File: config.mk
export PLATFORM = sky130hd
export DESIGN_NAME = cwg_top
export DESIGN_NICKNAME = d
export VERILOG_FILES = /design/src/core/cwg_pkg.sv /design/src/core/cwg_top.sv
export SDC_FILE = /design/constraint.sdc
export NUM_CORES = 1
export LEC_CHECK = 0
export BUFFER_PORTS_ARGS = -buffer_cell sky130_fd_sc_hd__buf_2
export CORE_MARGIN = 2
export CORE_UTILIZATION = 59
export DETAILED_ROUTE_END_ITERATION = 10
export PLACE_DENSITY = 0.88
export SETUP_SLACK_MARGIN = 0.05
export SYNTH_ARGS = -nofsm -noshare
export SYNTH_HDL_FRONTEND = slang
export SYNTH_SLANG_ARGS = --single-unit
File: constraint.sdc
create_clock -name hclk -period 7.6 [get_ports hclk]
set_clock_uncertainty 0.2 [all_clocks]
set_input_delay 0.38 -clock hclk [delete_from_list [all_inputs] [get_ports hclk]]
set_output_delay 0.38 -clock hclk [all_outputs]
set_load 0.05 [all_outputs]
File: src/core/cwg_pkg.sv
// Package for the complementary waveform generator: register map, field
// positions, reset values, modes and the carrier structs.
// Assumes a 32-bit AHB-Lite register bus with one register per aligned word.
package cwg_pkg;

    // Register byte offsets.
    localparam logic [7:0] CWG_OFS_CTRL   = 8'h00;
    localparam logic [7:0] CWG_OFS_POL    = 8'h04;
    localparam logic [7:0] CWG_OFS_DBR    = 8'h08;
    localparam logic [7:0] CWG_OFS_DBF    = 8'h0c;
    localparam logic [7:0] CWG_OFS_SDCTL  = 8'h10;
    localparam logic [7:0] CWG_OFS_SDSRC  = 8'h14;
    localparam logic [7:0] CWG_OFS_STEER  = 8'h18;
    localparam logic [7:0] CWG_OFS_CLK    = 8'h1c;
    localparam logic [7:0] CWG_OFS_ISEL   = 8'h20;

    // Field positions.
    localparam int CWG_BIT_EN       = 7;
    localparam int CWG_BIT_LD       = 6;
    localparam int CWG_BIT_IN       = 5;
    localparam int CWG_BIT_SHUTDOWN = 7;
    localparam int CWG_BIT_REN      = 6;
    localparam int CWG_POS_BD_SHUTDOWN_LEVEL     = 4;
    localparam int CWG_POS_AC_SHUTDOWN_LEVEL     = 2;

    // Reset values of the 2-bit shutdown level fields.
    localparam logic [1:0] CWG_RST_BD_SHUTDOWN_LEVEL = 2'h1;
    localparam logic [1:0] CWG_RST_AC_SHUTDOWN_LEVEL = 2'h1;

    // Shutdown level encodings.
    localparam logic [1:0] CWG_LVL_INACT = 2'h0;
    localparam logic [1:0] CWG_LVL_TRI   = 2'h1;
    localparam logic [1:0] CWG_LVL_LOW   = 2'h2;
    localparam logic [1:0] CWG_LVL_HIGH  = 2'h3;

    // Number of selectable modulating sources; codes above read as nothing.
    localparam int CWG_NUM_SRC = 14;

    // Output modes.
    typedef enum logic [2:0] {
        CWG_MODE_STEER  = 3'h0,
        CWG_MODE_SSTEER = 3'h1,
        CWG_MODE_FWD    = 3'h2,
        CWG_MODE_REV    = 3'h3,
        CWG_MODE_HALF   = 3'h4,
        CWG_MODE_PP     = 3'h5
    } cwg_mode_t;

    // Drive of the four outputs, index 0 is A and 3 is D.
    typedef struct packed {
        logic [3:0] lvl;
        logic [3:0] oe;
    } cwg_out_t;

    // Active-low fault sources.
    typedef struct packed {
        logic extra_n;
        logic cmp2_n;
        logic cmp1_n;
        logic timer_n;
        logic pin_n;
    } cwg_fault_t;

endpackage

File: src/core/cwg_top.sv
// Complementary waveform generator with AHB-Lite register slave.
// Assumes modulating sources, fault inputs and the oscillator tick are
// asynchronous to hclk; the outputs drive external bridge driver stages.
`timescale 1ns/1ns
module cwg_top
    import cwg_pkg::*;
(
    // Clock and reset.
    input  wire logic                   hclk,
    input  wire logic                   hresetn,
    // AHB-Lite slave.
    input  wire logic                   hsel,
    input  wire logic [31:0]            haddr,
    input  wire logic [1:0]             htrans,
    input  wire logic                   hwrite,
    input  wire logic [2:0]             hsize,
    input  wire logic [31:0]            hwdata,
    input  wire logic                   hready,
    output logic [31:0]                 hrdata,
    output logic                        hreadyout,
    output logic                        hresp,
    // Waveform inputs.
    input  wire logic [CWG_NUM_SRC-1:0] modulating_source,
    input  wire cwg_fault_t             fault_in,
    input  wire logic                   fast_internal_osc,
    // Bridge outputs.
    output cwg_out_t                    wave_out
);

    // Two-flop synchronisers for every asynchronous input.
    logic [CWG_NUM_SRC-1:0] src_m_q, src_s_q;
    cwg_fault_t             flt_m_q, flt_s_q;
    logic                   osc_m_q, osc_s_q, osc_d_q;

    // Registers.
    logic       en_q, ld_q, shutdown_q, ren_q, cs_q;
    cwg_mode_t  mode_q;
    logic [3:0] pol_q, ovr_q, str_q, str_act_q, isel_q;
    logic [4:0] fault_en_q;
    logic [1:0] bd_shutdown_level_q, ac_shutdown_level_q;
    logic [5:0] dbr_q, dbf_q, dbr_act_q, dbf_act_q;

    // Bus and waveform state.
    logic        wr_pend_q;
    logic [7:0]  wr_addr_q;
    logic [31:0] rdata_q;
    logic        data_q, hold_q, pp_q, pri_q, sec_q;
    logic [5:0]  rcnt_q, fcnt_q;
    logic        rpend_q, fpend_q;
    cwg_out_t    out_q;

    // Combinational helpers.
    logic       sel_data, rise_evt, fall_evt, tick, fault_act, acc, wr_now;
    logic       sd_eff, pending_sd_set;
    logic [3:0] wave, drive;

    // Chooses the shutdown drive of one pin from its 2-bit level field.
    function automatic logic [1:0] sd_pin(input logic [1:0] lvl, input logic pol);
        logic [1:0] r;
        r = 2'h0;
        case (lvl)
            CWG_LVL_HIGH: r = 2'h3;
            CWG_LVL_LOW:  r = 2'h2;
            CWG_LVL_TRI:  r = 2'h0;
            default:      r = {1'b1, pol};
        endcase
        return r;
    endfunction

    // Synchroniser stages; logic reads the second stage, and osc_d_q for the oscillator edge.
    always_ff @(posedge hclk or negedge hresetn) begin
        if (!hresetn) begin
            src_m_q <= '0;
            src_s_q <= '0;
            flt_m_q <= '1;
            flt_s_q <= '1;
            osc_m_q <= 1'b0;
            osc_s_q <= 1'b0;
            osc_d_q <= 1'b0;
        end else begin
            src_m_q <= modulating_source;
            src_s_q <= src_m_q;
            flt_m_q <= fault_in;
            flt_s_q <= flt_m_q;
            osc_m_q <= fast_internal_osc;
            osc_s_q <= osc_m_q;
            osc_d_q <= osc_s_q;
        end
    end

    // Source select: codes past the last source connect nothing.
    assign sel_data = (isel_q < 4'(CWG_NUM_SRC)) ? src_s_q[isel_q] : 1'b0;
    // The dead-band counters run on every hclk or on each oscillator rising edge.
    assign tick = cs_q ? (osc_s_q & ~osc_d_q) : 1'b1;
    assign rise_evt = en_q & sel_data & ~data_q;
    assign fall_evt = en_q & ~sel_data & data_q;
    // Faults are active low and level sensitive.
    assign fault_act = |(fault_en_q & ~flt_s_q);

    // Bus address phase capture; one cycle later the data phase completes.
    assign acc    = hsel & hready & htrans[1];
    assign wr_now = wr_pend_q;
    assign hreadyout = 1'b1;
    assign hresp     = 1'b0;
    assign hrdata    = rdata_q;

    always_ff @(posedge hclk or negedge hresetn) begin
        if (!hresetn) begin
            wr_pend_q <= 1'b0;
            wr_addr_q <= 8'h00;
        end else begin
            wr_pend_q <= acc & hwrite;
            wr_addr_q <= haddr[7:0];
        end
    end

    // Read data is registered at the address phase so it stands in the data phase.
    always_ff @(posedge hclk or negedge hresetn) begin
        if (!hresetn) begin
            rdata_q <= 32'h00000000;
        end else if (acc && !hwrite) begin
            case (haddr[7:0])
                CWG_OFS_CTRL:  rdata_q <= {24'h0, en_q, ld_q, 3'h0, mode_q};
                CWG_OFS_POL:   rdata_q <= {26'h0, data_q, 1'b0, pol_q};
                CWG_OFS_DBR:   rdata_q <= {26'h0, dbr_q};
                CWG_OFS_DBF:   rdata_q <= {26'h0, dbf_q};
                CWG_OFS_SDCTL: rdata_q <= {24'h0, shutdown_q, ren_q, bd_shutdown_level_q, ac_shutdown_level_q, 2'h0};
                CWG_OFS_SDSRC: rdata_q <= {27'h0, fault_en_q};
                CWG_OFS_STEER: rdata_q <= {24'h0, ovr_q, str_q};
                CWG_OFS_CLK:   rdata_q <= {31'h0, cs_q};
                CWG_OFS_ISEL:  rdata_q <= {28'h0, isel_q};
                default:       rdata_q <= 32'h00000000;
            endcase
        end
    end

    // Plain configuration registers.
    always_ff @(posedge hclk or negedge hresetn) begin
        if (!hresetn) begin
            en_q       <= 1'b0;
            mode_q     <= CWG_MODE_STEER;
            pol_q      <= 4'h0;
            ren_q      <= 1'b0;
            bd_shutdown_level_q     <= CWG_RST_BD_SHUTDOWN_LEVEL;
            ac_shutdown_level_q     <= CWG_RST_AC_SHUTDOWN_LEVEL;
            fault_en_q <= 5'h00;
            ovr_q      <= 4'h0;
            str_q      <= 4'h0;
            cs_q       <= 1'b0;
            isel_q     <= 4'h0;
        end else if (wr_now) begin
            case (wr_addr_q)
                CWG_OFS_CTRL: begin
                    en_q   <= hwdata[CWG_BIT_EN];
                    mode_q <= cwg_mode_t'(hwdata[2:0]);
                end
                CWG_OFS_POL:   pol_q <= hwdata[3:0];
                CWG_OFS_SDCTL: begin
                    ren_q  <= hwdata[CWG_BIT_REN];
                    bd_shutdown_level_q <= hwdata[CWG_POS_BD_SHUTDOWN_LEVEL +: 2];
                    ac_shutdown_level_q <= hwdata[CWG_POS_AC_SHUTDOWN_LEVEL +: 2];
                end
                CWG_OFS_SDSRC: fault_en_q <= hwdata[4:0];
                CWG_OFS_STEER: begin
                    ovr_q <= hwdata[7:4];
                    str_q <= hwdata[3:0];
                end
                CWG_OFS_CLK:   cs_q   <= hwdata[0];
                CWG_OFS_ISEL:  isel_q <= hwdata[3:0];
                default: ;
            endcase
        end
    end

    // Dead-band buffers have no reset so that a warm reset keeps them.
    always_ff @(posedge hclk) begin
        if (wr_now && wr_addr_q == CWG_OFS_DBR) begin
            dbr_q <= hwdata[5:0];
        end
        if (wr_now && wr_addr_q == CWG_OFS_DBF) begin
            dbf_q <= hwdata[5:0];
        end
    end

    // Load request: a write only sets it when enable was already on, so the
    // enabling write cannot arm it. A request write beats the hardware clear.
    always_ff @(posedge hclk or negedge hresetn) begin
        if (!hresetn) begin
            ld_q <= 1'b0;
        end else if (wr_now && wr_addr_q == CWG_OFS_CTRL && hwdata[CWG_BIT_LD] && en_q) begin
            ld_q <= hwdata[CWG_BIT_EN];
        end else if (!en_q || rise_evt || fall_evt) begin
            ld_q <= 1'b0;
        end
    end

    // Active dead-band values: track the buffers while disabled, else load on request.
    always_ff @(posedge hclk) begin
        if (!en_q || (ld_q && (rise_evt || fall_evt))) begin
            dbr_act_q <= dbr_q;
            dbf_act_q <= dbf_q;
        end
    end

    // Shutdown status: a fault sets it and wins over any clear; clearing by
    // software or by auto-restart is blocked while a fault persists.
    assign pending_sd_set = wr_now && wr_addr_q == CWG_OFS_SDCTL && hwdata[CWG_BIT_SHUTDOWN];
    always_ff @(posedge hclk or negedge hresetn) begin
        if (!hresetn) begin
            shutdown_q <= 1'b0;
        end else if (fault_act || pending_sd_set) begin
            shutdown_q <= 1'b1;
        end else if (wr_now && wr_addr_q == CWG_OFS_SDCTL) begin
            shutdown_q <= 1'b0;
        end else if (ren_q && rise_evt) begin
            shutdown_q <= 1'b0;
        end
    end

    // Overrides hold after the clear until the next rising input edge.
    always_ff @(posedge hclk or negedge hresetn) begin
        if (!hresetn) begin
            hold_q <= 1'b0;
        end else if (shutdown_q) begin
            hold_q <= 1'b1;
        end else if (rise_evt) begin
            hold_q <= 1'b0;
        end
    end
    assign sd_eff = shutdown_q | hold_q;

    // Steering enables in use: immediate in plain steering, taken on the rising
    // edge in synchronous steering so no waveform is cut short.
    always_ff @(posedge hclk or negedge hresetn) begin
        if (!hresetn) begin
            str_act_q <= 4'h0;
        end else if (mode_q != CWG_MODE_SSTEER || !en_q || rise_evt) begin
            str_act_q <= str_q;
        end
    end

    // Input edge tracking, push-pull phase and dead-band counters. The primary
    // leg turns on a rising dead band after the rise, the secondary a falling
    // dead band after the fall; each turns off at once on the opposite edge.
    always_ff @(posedge hclk or negedge hresetn) begin
        if (!hresetn) begin
            data_q  <= 1'b0;
            pp_q    <= 1'b0;
            pri_q   <= 1'b0;
            sec_q   <= 1'b0;
            rcnt_q  <= 6'h00;
            fcnt_q  <= 6'h00;
            rpend_q <= 1'b0;
            fpend_q <= 1'b0;
        end else begin
            data_q <= sel_data;
            if (rise_evt) begin
                pp_q    <= ~pp_q;
                sec_q   <= 1'b0;
                fpend_q <= 1'b0;
                rpend_q <= 1'b1;
                rcnt_q  <= dbr_act_q;
            end else if (fall_evt) begin
                pri_q   <= 1'b0;
                rpend_q <= 1'b0;
                fpend_q <= 1'b1;
                fcnt_q  <= dbf_act_q;
            end else if (tick) begin
                if (rpend_q && rcnt_q == 6'h00) begin
                    pri_q   <= 1'b1;
                    rpend_q <= 1'b0;
                end else if (rpend_q) begin
                    rcnt_q <= rcnt_q - 6'h01;
                end
                if (fpend_q && fcnt_q == 6'h00) begin
                    sec_q   <= 1'b1;
                    fpend_q <= 1'b0;
                end else if (fpend_q) begin
                    fcnt_q <= fcnt_q - 6'h01;
                end
            end
        end
    end

    // Raw waveform per output before polarity, selected by mode.
    always_comb begin
        wave = 4'h0;
        case (mode_q)
            CWG_MODE_STEER, CWG_MODE_SSTEER: wave = {4{data_q}};
            CWG_MODE_FWD:  wave = {pri_q, 1'b0, 1'b0, 1'b1};
            CWG_MODE_REV:  wave = {1'b0, 1'b1, pri_q, 1'b0};
            CWG_MODE_HALF: wave = {sec_q, pri_q, sec_q, pri_q};
            CWG_MODE_PP:   wave = {1'b0, 1'b0, pri_q & ~pp_q, pri_q & pp_q};
            default:       wave = 4'h0;
        endcase
    end

    // Polarity and steering; fixed data applies only in the steering modes.
    always_comb begin
        drive = wave ^ pol_q;
        if (mode_q == CWG_MODE_STEER || mode_q == CWG_MODE_SSTEER) begin
            drive = (str_act_q & (wave ^ pol_q)) | (~str_act_q & ovr_q);
        end
    end

    // Output register: shutdown overrides take the pins, polarity aside except
    // for the inactive level. In steering, fixed pins are not overridden.
    always_ff @(posedge hclk or negedge hresetn) begin
        logic [1:0] s;
        logic       steer;
        if (!hresetn) begin
            out_q <= '{lvl: 4'h0, oe: 4'h0};
        end else begin
            steer = (mode_q == CWG_MODE_STEER) || (mode_q == CWG_MODE_SSTEER);
            for (int i = 0; i < 4; i++) begin
                s = sd_pin((i % 2 == 1) ? bd_shutdown_level_q : ac_shutdown_level_q, pol_q[i]);
                if (sd_eff && !(steer && !str_act_q[i])) begin
                    out_q.oe[i]  <= s[1];
                    out_q.lvl[i] <= s[0];
                end else begin
                    out_q.oe[i]  <= en_q;
                    out_q.lvl[i] <= en_q & drive[i];
                end
            end
        end
    end
    assign wave_out = out_q;

    // Assertions.
    a_ld_needs_en: assert property (@(posedge hclk) disable iff (!hresetn)
        !$past(en_q) |-> !(ld_q && !$past(ld_q)))
        else $error("load request armed while disabled");
    a_ld_clears: assert property (@(posedge hclk) disable iff (!hresetn)
        (ld_q && rise_evt && !wr_now) |=> !ld_q)
        else $error("load request not cleared at input edge");
    a_db_transfer: assert property (@(posedge hclk) disable iff (!hresetn)
        (en_q && ld_q && rise_evt) |=> dbr_act_q == $past(dbr_q))
        else $error("dead band not transferred");
    a_fault_sets_sd: assert property (@(posedge hclk) disable iff (!hresetn)
        fault_act |=> shutdown_q)
        else $error("fault did not set shutdown");
    a_fault_sync_delay: assert property (@(posedge hclk) disable iff (!hresetn)
        (fault_en_q[0] && !fault_in.pin_n) [*3] |-> ##1 shutdown_q)
        else $error("pin fault did not reach shutdown in three cycles");
    a_hold_until_rise: assert property (@(posedge hclk) disable iff (!hresetn)
        ($fell(shutdown_q) && !rise_evt) |=> hold_q)
        else $error("overrides released before rising edge");
    a_sd_level_high: assert property (@(posedge hclk) disable iff (!hresetn)
        (sd_eff && bd_shutdown_level_q == CWG_LVL_HIGH && str_act_q[1])
        |=> out_q.lvl[1] && out_q.oe[1])
        else $error("output B not high in shutdown");
    a_sd_level_tri: assert property (@(posedge hclk) disable iff (!hresetn)
        (sd_eff && ac_shutdown_level_q == CWG_LVL_TRI && str_act_q[0]) |=> !out_q.oe[0])
        else $error("output A not released in shutdown");
    a_steer_fixed: assert property (@(posedge hclk) disable iff (!hresetn)
        (en_q && !sd_eff && mode_q == CWG_MODE_STEER && !str_act_q[2])
        |=> out_q.lvl[2] == $past(ovr_q[2]))
        else $error("fixed steering data not driven");
    a_steer_sync: assert property (@(posedge hclk) disable iff (!hresetn)
        (en_q && mode_q == CWG_MODE_SSTEER && !rise_evt) |=> $stable(str_act_q))
        else $error("synchronous steering changed off edge");
    a_no_restart_fault: assert property (@(posedge hclk) disable iff (!hresetn)
        (shutdown_q && fault_act) |=> shutdown_q)
        else $error("shutdown cleared under active fault");

    c_load_done:  cover property (@(posedge hclk) disable iff (!hresetn) ld_q ##1 !ld_q);
    c_auto_rest:  cover property (@(posedge hclk) disable iff (!hresetn)
        ren_q && $fell(shutdown_q));
    c_halfbridge: cover property (@(posedge hclk) disable iff (!hresetn)
        mode_q == CWG_MODE_HALF && pri_q ##[1:200] sec_q);

endmodule

==> results_dict.tcl <==
set metrics [dict create \
    status "finished clean" \
    period_share_pct 41.5 \
    r2r-end "str_act_q[3]" \
    worstSetupPathType "flop to flop" \
    num-fill-cells 696 \
    hold_path.class "flop to flop" \
    post_cts_resized 0 \
    antenna_found_initial 0 \
    grt_use_met2_pct 47.8 \
    dpl.hpwl_mm 9.60 \
    synth_edf_count 24 \
    first_pass_iters 5 \
    start_util_pct 59.8 \
    multi_input_area_um2 2410 \
    final_nets 744 \
    viasPerCell 6.05 \
    p_leak_nw 3.27 \
    gp_congestion 0.945 \
    hold_violations 0 \
    place_area_um2 6730 \
    grt.busiest_layer "met2" \
    peakVddDrop_mv 0.251 \
    whs_ns 0.149 \
    netlist_area_um2 6430 \
    rrSetupSlack_ns 4.44 \
    finalWirelength_mm 15.5 \
    wire_per_inst_um 19.3 \
    synthArstFlopShare_pct 83.6 \
    power_density_nw_per_um2 264 \
    syn_area_per_cell_um2 11.7 \
    die-area_um2 11700 \
    diodes 0 \
    via_count 4848 \
    h-tree-depth 4 \
    die_h_um 108 \
    core_um2 10700 \
    clock-sinks 146 \
    regArea_um2 3790 \
    yosys_warnings 0 \
    drc_errors 0 \
    grt_use_met3_pct 7.47 \
    synth.largest_area_cell "dfrtp_1" \
    fin_cells 801 \
    gr-total-overflow 0 \
    synth_cell_types 63 \
    synth_top_area_share_pct 42.8 \
    stdcell_area_um2 7680 \
    io_buffers 57 \
    fp.dieW_um 108 \
    dp.cells 730 \
    cts_buffers 17 \
    maxCapViolations 0 \
    worstHoldStart "osc_m_q" \
    setup-violations-final 0 \
    final_layout_size_suffix_gt1_share_pct 23.1 \
    io_pins 136 \
    slew-limit-headroom_pct 33.3 \
    area_growth_pct 19.4 \
    clk_pin_slew_ns 0.07 \
    clkLatencyLatePin_ns 0.55 \
    end_kind "flop" \
    whs_path_depth 0 \
    fmax_ghz 0.317 \
    grt_pass1_vias 4786 \
    cp.required_ns 7.83 \
    period_minus_slack_ns 3.16 \
    cts_hold_buf 39 \
    first_iter_violations 391 \
    critical_path.startpoint_type "flop" \
    drv_slew 0 \
    yosysSeqAreaShare_pct 58.9 \
    grt_max_degree 77 \
    grt_use_total_pct 28.4 \
    crit_fanout 14 \
    tns_ns 0 \
    netlist_instances 551 \
    cts_setup_buffers 0 \
    clockBufferDepth 2 \
    grt_first_pass_wirelength_mm 24.6 \
    reg2regPathDepth 6 \
    hold_end "osc_s_q" \
    antenna_left 0 \
    tritoncts "built" \
    worst_pin_slew_ns 0.992 \
    globalRouteMet1Util_pct 35.3 \
    ys_ff_latch 146 \
    cts_root_buffer "clkbuf_8" \
    std_cell_rows 38 \
    synth-main-ff-cell "dfrtp_1" \
    cp.arrival_ns 3.38 \
    synth.area.top_cells "dfrtp_1, edfxtp_1, mux2_2" \
    r2r-start "isel_q[0]" \
    rsz0062_at_grt "no" \
]
-- worst max path at each step --
stage,start,endpoint,slack [ns]
3_5_place_dp,isel_q[0],str_act_q[2],4.53
4_1_cts,isel_q[0],str_act_q[0],4.46
3_3_place_gp,isel_q[0],str_act_q[1],4.54
6_report,isel_q[0],str_act_q[3],4.44
2_1_floorplan,isel_q[0],dbf_act_q[0],4.45
5_1_grt,isel_q[0],str_act_q[1],4.30
-- placed cells by master, fill, tap and decap left out, types with 5 or more instances in the layout --
master,count
dfstp_2,12
mux2_2,32
a31oi_1,8
o21ai_0,32
mux2i_1,21
nand2_1,45
inv_6,8
and2_1,5
clkbuf_16,16
dlygate4sd3_1,39
nor2_1,37
xnor2_1,5
a21oi_1,30
inv_1,13
nor4_1,9
buf_2,56
nand2b_1,10
o22ai_1,8
conb_1,26
dfrtp_1,110
nand3_1,12
nor3_1,7
or2_2,5
nand4_1,9
edfxtp_1,24
-- report_power, final --
group | internal, W | switching, W | total [W]
logic | 0.000121 | 0.000192 | 0.000313
registers | 0.000859 | 0.0000689 | 0.000928
clock network | 0.000430 | 0.000354 | 0.000783
total | 0.00141 | 0.000615 | 0.00202
-- layer usage --
layer | wire, µm | up-vias
li1 | - | 2145
met1 | 5820 | 2353
met2 | 7810 | 307
met3 | 1400 | 43
met4 | 434 | 0
met5 | 0 | -
-- cell usage after synthesis, types with 3 or more instances --
cell type	instances
buf_4	26
mux2_4	4
nand2_1	45
nand4_1	9
a21oi_1	30
or2_2	5
mux2_2	32
a31oi_1	8
inv_1	13
nor4_1	9
dfstp_2	12
o31a_1	3
a21o_1	3
nor2b_1	4
and2_1	5
nand3_1	12
o21ai_0	32
edfxtp_1	24
nor3b_1	4
nor3_1	7
nand3b_1	4
clkbuf_1	16
nand4b_1	3
nor2_1	37
nand2b_1	10
mux2i_1	21
xor2_1	3
xnor2_1	5
o22ai_1	8
dfrtp_1	110
-- logic make-up (layout without fill, tap and decap cells) --
group / count (synthesis) / count (layout) / share of synthesized area, %
mux: 59 / 59 / 10.5
compound gates: 110 / 110 / 10.9
other cells: 2 / 26 / 0.117
fa+ha+maj: 2 / 2 / 0.389
simple gates: 165 / 165 / 13.1
buf+inv: 59 / 145 / 5.00
flops: 146 / 146 / 58.9
xor+xnor: 8 / 8 / 1.09
-- metrics by stage --
stage	setup WS, ns	utilization, %	total power [W]
3_3_place_gp	4.54	62.6	0.00120
5_1_grt	4.30	71.4	0.00210
6_report	4.44	71.4	0.00202
4_1_cts	4.46	71.4	0.00201
2_1_floorplan	4.45	-	0.00115
3_5_place_dp	4.53	62.6	0.00122
-- flip-flops by register name (all words and copies together), names as in the netlist, 3 cells and up --
name and count:
str_q 4, mode_q 3, wave_out 8, pol_q 4
src_s_q 14, dbf_act_q 6, dbr_act_q 6, wr_addr_q 8
flt_m_q 5, flt_s_q 5, fault_en_q 5, fcnt_q 6
ovr_q 4, hrdata 8, dbr_q 6, isel_q 4
dbf_q 6, src_m_q 14, str_act_q 4, rcnt_q 6
-- worst max-delay path, stage by stage (launching register included) --
cell      delay (ns)
dfrtp_1         0.58
mux4_2          0.56
nand2b_1        0.20
a32oi_4         0.44
nor2_2          0.26
or3_4           0.49
mux2_4          0.31
-- cell type report --
cell class                      count  share of cell area, %
Tap cell                          140                   2.28
Clock inverter                     13                   1.47
Multi-Input combinational cell    370                   31.4
Sequential cell                   146                   49.4
Clock buffer                       19                   5.75
Inverter                           15                  0.733
Timing Repair Buffer               98                   9.03
No activity file was read; power rests on OpenSTA's default activity.
